### src/rtl/smprc_pkg.sv
package smprc_pkg;

   // ************************************************************
   // low-power mode codes (two codes left unused)
   // ************************************************************
   localparam logic [2:0] MODE_IDLE        = 3'h0;
   localparam logic [2:0] MODE_ADC_NR      = 3'h1;
   localparam logic [2:0] MODE_PDOWN       = 3'h2;
   localparam logic [2:0] MODE_PSAVE       = 3'h3;
   localparam logic [2:0] MODE_STANDBY     = 3'h6;
   localparam logic [2:0] MODE_EXT_STANDBY = 3'h7;

   // ************************************************************
   // register map, byte addresses, data in bits 7:0
   // ************************************************************
   localparam logic [7:0] REG_CTRL      = 8'h00;
   localparam logic [7:0] REG_CMD       = 8'h04;
   localparam logic [7:0] REG_STATUS    = 8'h08;
   localparam logic [3:0] PORT_FIRST    = 4'h1;
   localparam logic [3:0] PORT_LAST     = 4'h4;
   localparam logic [1:0] PSUB_OUT      = 2'h0;
   localparam logic [1:0] PSUB_DIR      = 2'h1;
   localparam logic [1:0] PSUB_PULL     = 2'h2;
   localparam logic [1:0] PSUB_PIN      = 2'h3;

   localparam int CTRL_SLEEP_EN_BIT = 0;
   localparam int CTRL_MODE_LSB     = 1;
   localparam int CTRL_ADC_USE_BIT  = 4;
   localparam int CMD_SLEEP_BIT     = 0;
   localparam logic [7:0] CTRL_RST  = 8'h00;
   localparam logic [7:0] PORT_RST  = 8'h00;

   // ************************************************************
   // test access pins on the third port
   // ************************************************************
   localparam int TEST_DI_BIT  = 5;
   localparam int TEST_MS_BIT  = 3;
   localparam int TEST_CK_BIT  = 2;

   // ************************************************************
   // timing
   // ************************************************************
   localparam int         CLK_PERIOD_NS     = 10;
   localparam int         RST_MIN_PULSE_NS  = 1000;
   localparam logic [7:0] RST_MIN_CYCLES    =
      8'((RST_MIN_PULSE_NS + CLK_PERIOD_NS - 1) / CLK_PERIOD_NS);

   // ************************************************************
   // types
   // ************************************************************
   typedef enum logic [0:0] {
      ST_ACTIVE = 1'b0,
      ST_SLEEP  = 1'b1
   } smprc_state_t;

   typedef struct packed {
      logic cpu;
      logic io;
      logic adc;
      logic irq;
      logic async_tmr;
      logic osc;
   } smprc_dom_t;

   typedef struct packed {
      logic [2:0] ext_int;
      logic       async_tmr;
      logic       adc;
      logic       periph;
   } smprc_wake_t;

endpackage

### src/rtl/smprc_sleep_ctrl.sv
`timescale 1ns/10ps
module smprc_sleep_ctrl
   import smprc_pkg::*;
(
   input  wire logic                   clock_i,
   input  wire logic                   rstn_i,
   input  wire logic                   reset_pin_n_i,
   input  wire logic                   test_port_en_i,
   input  wire logic                   sleep_req_i,
   input  wire smprc_pkg::smprc_wake_t wake_i,
   input  wire logic [7:0]             avs_address_i,
   input  wire logic                   avs_read_i,
   input  wire logic                   avs_write_i,
   input  wire logic [31:0]            avs_writedata_i,
   input  wire logic [3:0]             avs_byteenable_i,
   output logic [31:0]                 avs_readdata_o,
   output logic                        avs_waitrequest_o,
   output smprc_pkg::smprc_dom_t       dom_en_o,
   output logic                        sys_reset_o,
   input  wire logic [7:0]             first_port_pins_i,
   output logic [7:0]                  first_port_pins_o,
   output logic [7:0]                  first_port_pins_oe_n_o,
   output logic [7:0]                  first_port_pull_o,
   input  wire logic [7:0]             second_port_pins_i,
   output logic [7:0]                  second_port_pins_o,
   output logic [7:0]                  second_port_pins_oe_n_o,
   output logic [7:0]                  second_port_pull_o,
   input  wire logic [7:0]             third_port_pins_i,
   output logic [7:0]                  third_port_pins_o,
   output logic [7:0]                  third_port_pins_oe_n_o,
   output logic [7:0]                  third_port_pull_o,
   input  wire logic [7:0]             fourth_port_pins_i,
   output logic [7:0]                  fourth_port_pins_o,
   output logic [7:0]                  fourth_port_pins_oe_n_o,
   output logic [7:0]                  fourth_port_pull_o
);
   import smprc_pkg::*;

   // ************************************************************
   // helpers
   // ************************************************************
   function automatic logic mode_valid(input logic [2:0] m);
      mode_valid = (m == MODE_IDLE) || (m == MODE_ADC_NR) ||
                   (m == MODE_PDOWN) || (m == MODE_PSAVE) ||
                   (m == MODE_STANDBY) || (m == MODE_EXT_STANDBY);
   endfunction

   // domains left running for a given state and mode
   function automatic smprc_dom_t dom_of(input smprc_state_t s, input logic [2:0] m);
      smprc_dom_t d;
      d = '{cpu: 1'b1, io: 1'b1, adc: 1'b1, irq: 1'b1, async_tmr: 1'b1, osc: 1'b1};
      if (s == ST_SLEEP) begin
         d.cpu = 1'b0;
         case (m)
            MODE_IDLE:        d = d;
            MODE_ADC_NR:      d.io = 1'b0;
            MODE_PDOWN:       d = '0;
            MODE_PSAVE:       d = '{async_tmr: 1'b1, default: 1'b0};
            MODE_STANDBY:     d = '{osc: 1'b1, default: 1'b0};
            MODE_EXT_STANDBY: d = '{osc: 1'b1, async_tmr: 1'b1, default: 1'b0};
            default:          d = d;
         endcase
      end
      dom_of = d;
   endfunction

   // wake sources each mode honours; the rest are asleep anyway
   function automatic logic wake_of(input logic [2:0] m, input smprc_wake_t w);
      logic ext;
      ext = |w.ext_int;
      case (m)
         MODE_IDLE:        wake_of = ext | w.async_tmr | w.adc | w.periph;
         MODE_ADC_NR:      wake_of = ext | w.async_tmr | w.adc;
         MODE_PSAVE,
         MODE_EXT_STANDBY: wake_of = ext | w.async_tmr;
         default:          wake_of = ext;
      endcase
   endfunction

   // ************************************************************
   // reset pin filter
   // ************************************************************
   logic [7:0] rst_cnt_reg;
   logic       pin_rst_reg;
   logic       sys_rst;

   // a glitch shorter than the minimum width is simply ignored
   always_ff @(posedge clock_i) begin
      if (!rstn_i || reset_pin_n_i) begin
         rst_cnt_reg <= 8'h00;
         pin_rst_reg <= 1'b0;
      end else if (rst_cnt_reg == RST_MIN_CYCLES - 8'h01) begin
         pin_rst_reg <= 1'b1;
      end else begin
         rst_cnt_reg <= rst_cnt_reg + 8'h01;
      end
   end

   assign sys_rst = !rstn_i || pin_rst_reg;

   always_ff @(posedge clock_i) begin
      sys_reset_o <= sys_rst;
   end

   // ************************************************************
   // bus decode
   // ************************************************************
   logic       req;
   logic       ack_reg;
   logic       wr_en;
   logic       port_hit;
   logic [1:0] port_idx;
   logic [1:0] port_sub;

   assign req      = avs_read_i || avs_write_i;
   assign wr_en    = avs_write_i && ack_reg == 1'b0 && avs_byteenable_i[0];
   assign port_hit = avs_address_i[7:4] >= PORT_FIRST && avs_address_i[7:4] <= PORT_LAST &&
                     avs_address_i[1:0] == 2'b00;
   assign port_idx = 2'(avs_address_i[7:4] - PORT_FIRST);
   assign port_sub = avs_address_i[3:2];

   // one wait cycle: answer sits one edge after the request is seen;
   // waitrequest has its own flop so the bus never sees a gate after the register
   always_ff @(posedge clock_i) begin
      if (sys_rst) begin
         ack_reg           <= 1'b0;
         avs_waitrequest_o <= 1'b1;
      end else begin
         ack_reg           <= req && !ack_reg;
         avs_waitrequest_o <= !(req && !ack_reg);
      end
   end

   // ************************************************************
   // control and sleep sequencing
   // ************************************************************
   logic [7:0]   ctrl_reg;
   smprc_state_t state_reg;
   smprc_state_t state_next;
   logic         sleep_cmd;

   always_ff @(posedge clock_i) begin
      if (sys_rst) begin
         ctrl_reg <= CTRL_RST;
      end else if (wr_en && avs_address_i == REG_CTRL) begin
         ctrl_reg[CTRL_SLEEP_EN_BIT] <= avs_writedata_i[CTRL_SLEEP_EN_BIT];
         ctrl_reg[CTRL_ADC_USE_BIT]  <= avs_writedata_i[CTRL_ADC_USE_BIT];
         // unused mode codes are refused, the old mode stays
         if (mode_valid(avs_writedata_i[CTRL_MODE_LSB +: 3])) begin
            ctrl_reg[CTRL_MODE_LSB +: 3] <= avs_writedata_i[CTRL_MODE_LSB +: 3];
         end
      end
   end

   assign sleep_cmd = sleep_req_i ||
                      (wr_en && avs_address_i == REG_CMD && avs_writedata_i[CMD_SLEEP_BIT]);

   always_comb begin
      state_next = state_reg;
      case (state_reg)
         ST_ACTIVE: begin
            if (sleep_cmd && ctrl_reg[CTRL_SLEEP_EN_BIT]) begin
               state_next = ST_SLEEP;
            end
         end
         ST_SLEEP: begin
            if (wake_of(ctrl_reg[CTRL_MODE_LSB +: 3], wake_i)) begin
               state_next = ST_ACTIVE;
            end
         end
         default: state_next = ST_ACTIVE;
      endcase
   end

   always_ff @(posedge clock_i) begin
      if (sys_rst) begin
         state_reg <= ST_ACTIVE;
         dom_en_o  <= '1;
      end else begin
         state_reg <= state_next;
         dom_en_o  <= dom_of(state_next, ctrl_reg[CTRL_MODE_LSB +: 3]);
      end
   end

   // ************************************************************
   // general ports
   // ************************************************************
   logic [3:0][7:0] out_reg;
   logic [3:0][7:0] dir_reg;
   logic [3:0][7:0] pull_reg;
   logic [3:0][7:0] pin_rd_reg;
   logic [3:0][7:0] pin_out_reg;
   logic [3:0][7:0] pin_oe_n_reg;
   logic [3:0][7:0] pin_pu_reg;
   logic [3:0][7:0] pins_in;
   logic [7:0]      test_pu_mask;

   assign pins_in = {fourth_port_pins_i, third_port_pins_i, second_port_pins_i, first_port_pins_i};

   always_ff @(posedge clock_i) begin
      if (sys_rst) begin
         out_reg  <= {4{PORT_RST}};
         dir_reg  <= {4{PORT_RST}};
         pull_reg <= {4{PORT_RST}};
      end else if (wr_en && port_hit) begin
         case (port_sub)
            PSUB_OUT:  out_reg[port_idx]  <= avs_writedata_i[7:0];
            PSUB_DIR:  dir_reg[port_idx]  <= avs_writedata_i[7:0];
            PSUB_PULL: pull_reg[port_idx] <= avs_writedata_i[7:0];
            default:   out_reg <= out_reg;
         endcase
      end
   end

   always_ff @(posedge clock_i) begin
      pin_rd_reg <= pins_in;
   end

   always_comb begin
      test_pu_mask = 8'h00;
      if (test_port_en_i) begin
         test_pu_mask[TEST_DI_BIT] = 1'b1;
         test_pu_mask[TEST_MS_BIT] = 1'b1;
         test_pu_mask[TEST_CK_BIT] = 1'b1;
      end
   end

   // pull-ups only act on pins that are inputs, except the test pins on the third port; converter use wins over the first port
   always_ff @(posedge clock_i) begin
      if (sys_rst) begin
         pin_out_reg  <= '0;
         pin_oe_n_reg <= '1;
         pin_pu_reg   <= '0;
         pin_pu_reg[2] <= test_pu_mask;
      end else begin
         for (int p = 0; p < 4; p++) begin
            pin_out_reg[p]  <= out_reg[p];
            pin_oe_n_reg[p] <= ~dir_reg[p];
            pin_pu_reg[p]   <= pull_reg[p] & ~dir_reg[p];
         end
         pin_pu_reg[2] <= (pull_reg[2] & ~dir_reg[2]) | test_pu_mask;
         if (ctrl_reg[CTRL_ADC_USE_BIT]) begin
            pin_oe_n_reg[0] <= 8'hff;
            pin_pu_reg[0]   <= 8'h00;
         end
      end
   end

   assign first_port_pins_o       = pin_out_reg[0];
   assign first_port_pins_oe_n_o  = pin_oe_n_reg[0];
   assign first_port_pull_o       = pin_pu_reg[0];
   assign second_port_pins_o      = pin_out_reg[1];
   assign second_port_pins_oe_n_o = pin_oe_n_reg[1];
   assign second_port_pull_o      = pin_pu_reg[1];
   assign third_port_pins_o       = pin_out_reg[2];
   assign third_port_pins_oe_n_o  = pin_oe_n_reg[2];
   assign third_port_pull_o       = pin_pu_reg[2];
   assign fourth_port_pins_o      = pin_out_reg[3];
   assign fourth_port_pins_oe_n_o = pin_oe_n_reg[3];
   assign fourth_port_pull_o      = pin_pu_reg[3];

   // ************************************************************
   // read data
   // ************************************************************
   logic [7:0] rd_mux;

   always_comb begin
      rd_mux = 8'h00;
      if (avs_address_i == REG_CTRL) begin
         rd_mux = ctrl_reg;
      end else if (avs_address_i == REG_STATUS) begin
         rd_mux = {1'b0, dom_en_o, state_reg};
      end else if (port_hit) begin
         case (port_sub)
            PSUB_OUT:  rd_mux = out_reg[port_idx];
            PSUB_DIR:  rd_mux = dir_reg[port_idx];
            PSUB_PULL: rd_mux = pull_reg[port_idx];
            PSUB_PIN:  rd_mux = pin_rd_reg[port_idx];
            default:   rd_mux = 8'h00;
         endcase
      end
   end

   always_ff @(posedge clock_i) begin
      if (sys_rst) begin
         avs_readdata_o <= 32'h0000_0000;
      end else if (avs_read_i && !ack_reg) begin
         avs_readdata_o <= {24'h00_0000, rd_mux};
      end
   end

endmodule

### config.mk
export PLATFORM = sky130hd
export DESIGN_NAME = smprc_sleep_ctrl
export DESIGN_NICKNAME = d
export VERILOG_FILES = /design/src/rtl/smprc_pkg.sv /design/src/rtl/smprc_sleep_ctrl.sv
export SDC_FILE = /design/constraint.sdc
export NUM_CORES = 1
export LEC_CHECK = 0
export ABC_AREA = 1
export BUFFER_PORTS_ARGS = -buffer_cell sky130_fd_sc_hd__buf_2
export CORE_ASPECT_RATIO = 1.25
export CORE_UTILIZATION = 53
export CTS_CLUSTER_DIAMETER = 120
export DETAILED_ROUTE_END_ITERATION = 10
export PLACE_DENSITY_LB_ADDON = 0.15
export SLEW_MARGIN = 20
export SYNTH_ARGS = -nofsm -noshare
export SYNTH_HDL_FRONTEND = slang
export SYNTH_SLANG_ARGS = --single-unit
### constraint.sdc
create_clock -name clock_i -period 2.52 [get_ports clock_i]
set_input_delay 0.378 -clock clock_i [delete_from_list [all_inputs] [get_ports clock_i]]
set_output_delay 0.378 -clock clock_i [all_outputs]
set_load 0.05 [all_outputs]
==> out/qor.yml, run 1 <==
post-route-period-util: 0.683
status: "complete, no violations"
die_w_um: 122
reg2regPathDepth: 8
wl_met1_mm: 10.3
wl_met3_mm: 1.50
setup_viol: 0
netlist_instances: 1191
first_global_vias: 7667
area_delta_synth_final_pct: 21.0
synthFlopType: "dfxtp_1"
detail-route-antenna-nets: 0
post_drt_wl_per_cell_um: 15.7
cts.sinks: 255
antenna_cells: 0
dpl.cell_count: 1535
ir_worst_vdd_mv: 0.504
cts_hold_buf: 32
crit_path_cell_trace: "buf_2 > buf_12 > ha_1 > nor2_1 > nor2_2 > nand2_4 > nor2_4 > nand2_2 > o21ai_0 > a21oi_1"
rsz0062_at_grt: "false"
max-slew-margin-rel: 0.483
drv_slew: 0
ys_ff_latch: 255
cts_resized: 0
die-area_sq_um: 18500
worstSetupStartpoint: "avs_address_i[4]"
ios: 225
clkLatencyLatePin_ps: 520
required_ps: 2910
grt_max_degree: 122
path_buf_inv: 2
tns_ps: 0
core_sq_um: 17600
finClkSkew_ps: 11.4
power_density_nw_per_um2: 735
die_h_um: 152
routed-wl-met2_mm: 12.2
drc: 0
firstDrtPassIters: 5
cts_buffer_depth: 3
async_reset_ff_frac: 0
netlist_top_cells_count: "255 x dfxtp_1, 221 x nand2_1, 135 x inv_1"
yosysTopAreaCellShare: 0.535
yosys_warnings: 0
tightest_slew_ps: 769
synth_most_common_cell: "dfxtp_1"
reg2reg_from: "ack_reg"
rrSetupSlack_ps: 870
dp_hpwl_mm: 16.5
yosysTopAreaCell: "dfxtp_1"
p_leak_nw: 5.13
place_ws_ps: 378
critPathKind: "primary input to register"
routed.top_layer: "met4"
cts-root-buf: "clkbuf_16"
min_path_type: "primary input to register"
finalPower_mw: 8.48
rows: 54
num_vias: 8227
drive_gt1_frac: 0.183
cp_top_family: "simple AND/OR/NAND/NOR gates"
max_stage_delay_ps: 300
via_per_inst: 5.11
endpoint_kind: "register"
cts_setup_buffers: 0
crit_arrival_ps: 2110
maxCapViolCount: 0
cpMaxStageDelayCell: "buf_12"
fin_cells: 1610
wl_mm: 25.2
initial_core_util: 0.543
portBuffers: 173
fin_nets: 1465
place_congestion: 0.925
yosysUniqueCellTypes: 32
r2r_end: "pull_reg[19]"
grt_first_pass_wirelength_mm: 39.4
grt_overflow_total: 0
synth-edff-count: 0
synthesis.area_sq_um: 9540
cts_buffers: 24
critPathCapture: "pull_reg[19]"
syn_area_per_cell_sq_um: 8.01
fmax_ghz: 0.581
crit_fanout: 76
first_iter_violations: 603
clkTransAtPathRegs_ps: 60
synthTopCellsByArea: "dfxtp_1 54%, nand2_1 8.7%, o21ai_0 6.9%, a21oi_1 6.8%, inv_1 5.3%"
grt_usage: 0.272
start_kind: "primary input"
worst-path-stages: 10
htreeDepth: 1
layout_setup_ws_ps: 799
seq_area_frac_synth: 0.535
antenna_found_initial: 0
cts_tree: "done"
hold_depth: 3
min_period_ps: 1720
finalHoldViolations: 0
final_util: 0.657
metal layers:
metal | up-vias | GRT usage
li1 | 4111 | -
met1 | 3702 | 0.348
met2 | 335 | 0.440
met3 | 79 | 0.0304
met4 | 0 | 0.156
met5 | - | 0
worst min-delay path: cells and delay by family:
family,cells,cell delay (ps)
buffers and inverters,2,140
AOI/OAI and AO/OA,1,60
power by group:
part / internal (mW) / switching, mW / leakage [nW] / total, mW
Combinational: 0.199 / 0.462 / 2.65 / 0.662
Clock: 2.24 / 1.50 / 0.408 / 3.74
Sequential: 4.07 / 0.0134 / 2.07 / 4.08
Total: 6.51 / 1.98 / 5.13 / 8.48
area by class of cell:
class                           instances  area (sq um)
Fill cell                            1544          6020
Sequential cell                       255          5100
Multi-Input combinational cell        730          3450
Timing Repair Buffer                  217          1350
Clock buffer                           33           696
Inverter                              141           529
Tap cell                              224           280
Clock inverter                         10           131
kinds of logic after synthesis:
| logic type | count (synthesis) | share of synthesized area |
|---|---|---|
| adder cells (fa/ha/maj) | 7 | 0.00918 |
| AND/OR/NAND/NOR | 420 | 0.192 |
| other | 1 | 0.000393 |
| XOR/XNOR | 4 | 0.00367 |
| AO/OA/AOI/OAI | 275 | 0.147 |
| buffers and inverters | 229 | 0.113 |
| flip-flops | 255 | 0.535 |
per-stage QoR:
stage / hold slack, ps / cell area [sq um]
floorplan: 379 / 9630
global placement: 387 / 10400
detailed placement: 391 / 10400
CTS: 89.2 / 11500
global route: 96.7 / 11500
finish: 89.5 / 11500
layout by cell type, fill, tap and decap left out, types with 2 or more instances in the layout:
cell type and count:
dfxtp_1 255, nand2_1 221, buf_2 173, inv_1 135
o21ai_0 132, a21oi_1 130, nor2_1 80, nand3_1 60
nor3_1 32, dlygate4sd3_1 32, clkbuf_16 25, conb_1 24
nand2_4 9, ha_1 7, inv_2 6, buf_12 6
buf_4 6, o21ai_1 5, clkinv_2 5, nand2_2 4
nor2_2 4, nor2_4 4, clkbuf_8 4, clkbuf_1 4
nand4_1 3, o31ai_1 3, bufinv_16 3, xnor2_1 2
a221oi_1 2, xor2_1 2
worst min path at each step:
stage	start	end	slack (ps)
5_1_grt	test_port_en_i	third_port_pull_o[5]	100
6_report	test_port_en_i	third_port_pull_o[5]	90
3_5_place_dp	dir_reg[18]	third_port_pins_oe_n_o[2]	390
2_1_floorplan	dir_reg[24]	fourth_port_pins_oe_n_o[0]	380
4_1_cts	test_port_en_i	third_port_pull_o[5]	90
3_3_place_gp	dir_reg[12]	second_port_pins_oe_n_o[4]	390
Note: power is estimated with default switching activity, not from simulation.
==> run 2, diff against run 1 <==
clock period = 1.6 ns   (was 2.52 ns; I/O delays follow)
==> run 2 against run 1 <==
  * Final cell count up 3.0%
  * Wire length up 1.8%
  * Power up 61%
  * Critical endpoint is now out_reg[4]
==> out/qor.yml, run 2 (synthesis gave the netlist of run 1 again) <==
portBuffers: 173
min_period_ps: 1490
regArea_sq_um: 5100
die_w_um: 122
area_delta_synth_final_pct: 27.7
fmax_ghz: 0.671
num_vias: 8463
num-fill-cells: 1462
post_drt_wl_per_cell_um: 15.5
power_density_nw_per_um2: 1120
critPathKind: "register to register"
final_cell_mix: "255 x dfxtp_1, 220 x nand2_1, 173 x buf_2, 132 x inv_1, 97 x o21ai_1"
clkLatencyLatePin_ps: 520
crit_top_cell: "nand2_4"
maxCapViolCount: 0
post-route-period-util: 0.932
dpl_cell_area_sq_um: 11000
crit_fanout: 15
endpoint_kind: "register"
start_kind: "register"
initial_core_util: 0.543
ir_worst_vdd_mv: 1.00
setup_viol: 0
die_h_um: 152
crit_path_cell_trace: "inv_1 > nand3_2 > inv_2 > nand2_4 > nor2_4 > buf_4 > nand2_4 > o21ai_1 > a21oi_2"
cts-root-buf: "clkbuf_16"
rsz0062_at_grt: "false"
antenna_cells: 0
finClkSkew_ps: 13.3
antenna_found_initial: 0
mostFrequentLayoutCell: "dfxtp_1"
first_global_vias: 8147
grt_usage: 0.278
required_ps: 2000
drv_slew: 0
cts_buffer_depth: 3
hold_ws_ps: 11.0
drive_gt1_frac: 0.254
final_cell_area_sq_um: 12200
core_sq_um: 17600
grt_max_degree: 93
status: "complete, no violations"
firstDrtPassIters: 5
die-area_sq_um: 18500
fin_nets: 1514
drc: 0
grt_first_pass_wirelength_mm: 40.6
dp_hpwl_mm: 17.4
detail-route-antenna-nets: 0
htreeDepth: 1
crit_arrival_ps: 1890
cts_tree: "done"
path_buf_inv: 3
place_congestion: 0.902
finalPower_mw: 13.7
final_util: 0.694
ios: 225
wl_mm: 25.7
finalHoldViolations: 0
max_stage_delay_ps: 320
rows: 54
cp_top_family: "simple AND/OR/NAND/NOR gates"
cts_buffers: 24
first_iter_violations: 571
clkTransAtPathRegs_ps: 70
min_path_type: "primary input to register"
cts.sinks: 255
p_leak_nw: 5.36
multiInputGateArea_sq_um: 3730
grt_overflow_total: 0
cpMaxStageDelayCell: "dfxtp_1"
via_per_inst: 5.10
==> run 2: final cells by class <==
class / count / area share
multi-input cells: 730 / 0.306
inverters: 141 / 0.0436
flip-flops and latches: 255 / 0.419
well taps: 224 / 0.0230
clock inverters: 7 / 0.0131
clock buffers: 35 / 0.0569
repair buffers: 266 / 0.138
==> run 2: worst min-delay path, stage by stage <==
cell	delay [ps]
buf_2	90
nor2_1	40
o21ai_0	70
nor2_1	40
==> run 2: repair_timing <==
| action | in CTS | in global routing |
|---|---|---|
| resized for setup | 1 | 4 |
| hold buffers | 33 | 0 |
| endpoints found under the hold margin | 35 | 0 |
| buffers inserted | 0 | 2 |
| setup endpoints to repair | 16 | 68 |
| gates cloned | 0 | 0 |
| pin swaps | 2 | 1 |
==> run 2: metal layers <==
layer  GRT usage  up-vias  share of wire
li1            -     4220              -
met1       0.341     3873           0.41
met2       0.485      321           0.50
met3      0.0417       49          0.066
met4      0.0999        0          0.028
met5           0        -              0
==> run 2: final timing paths <==
check           startpoint                         end  cells past startpoint  slack (ps)
max                ack_reg                  out_reg[4]                      9         110
min          reset_pin_n_i              rst_cnt_reg[1]                      4          10
max reg2reg        ack_reg                  out_reg[4]                      9         110
min reg2reg    dir_reg[29]  fourth_port_pins_oe_n_o[5]                      1         400
==> run 2: stage by stage <==
stage	TNS (ps)	instances	worst slack [ps]
6_report	0	1658	110
5_1_grt	0	1658	14.2
4_1_cts	-6.73	1656	-5.26
3_5_place_dp	-29490	1581	-389
3_3_place_gp	-24520	1581	-307
2_1_floorplan	-20260	1214	-327
==> run 2: where the power goes <==
part / switching, mW / internal, mW / total (mW) / leakage, nW
Sequential: 0.0206 / 6.41 / 6.43 / 2.07
Combinational: 0.765 / 0.354 / 1.12 / 2.87
Clock: 2.34 / 3.80 / 6.14 / 0.416
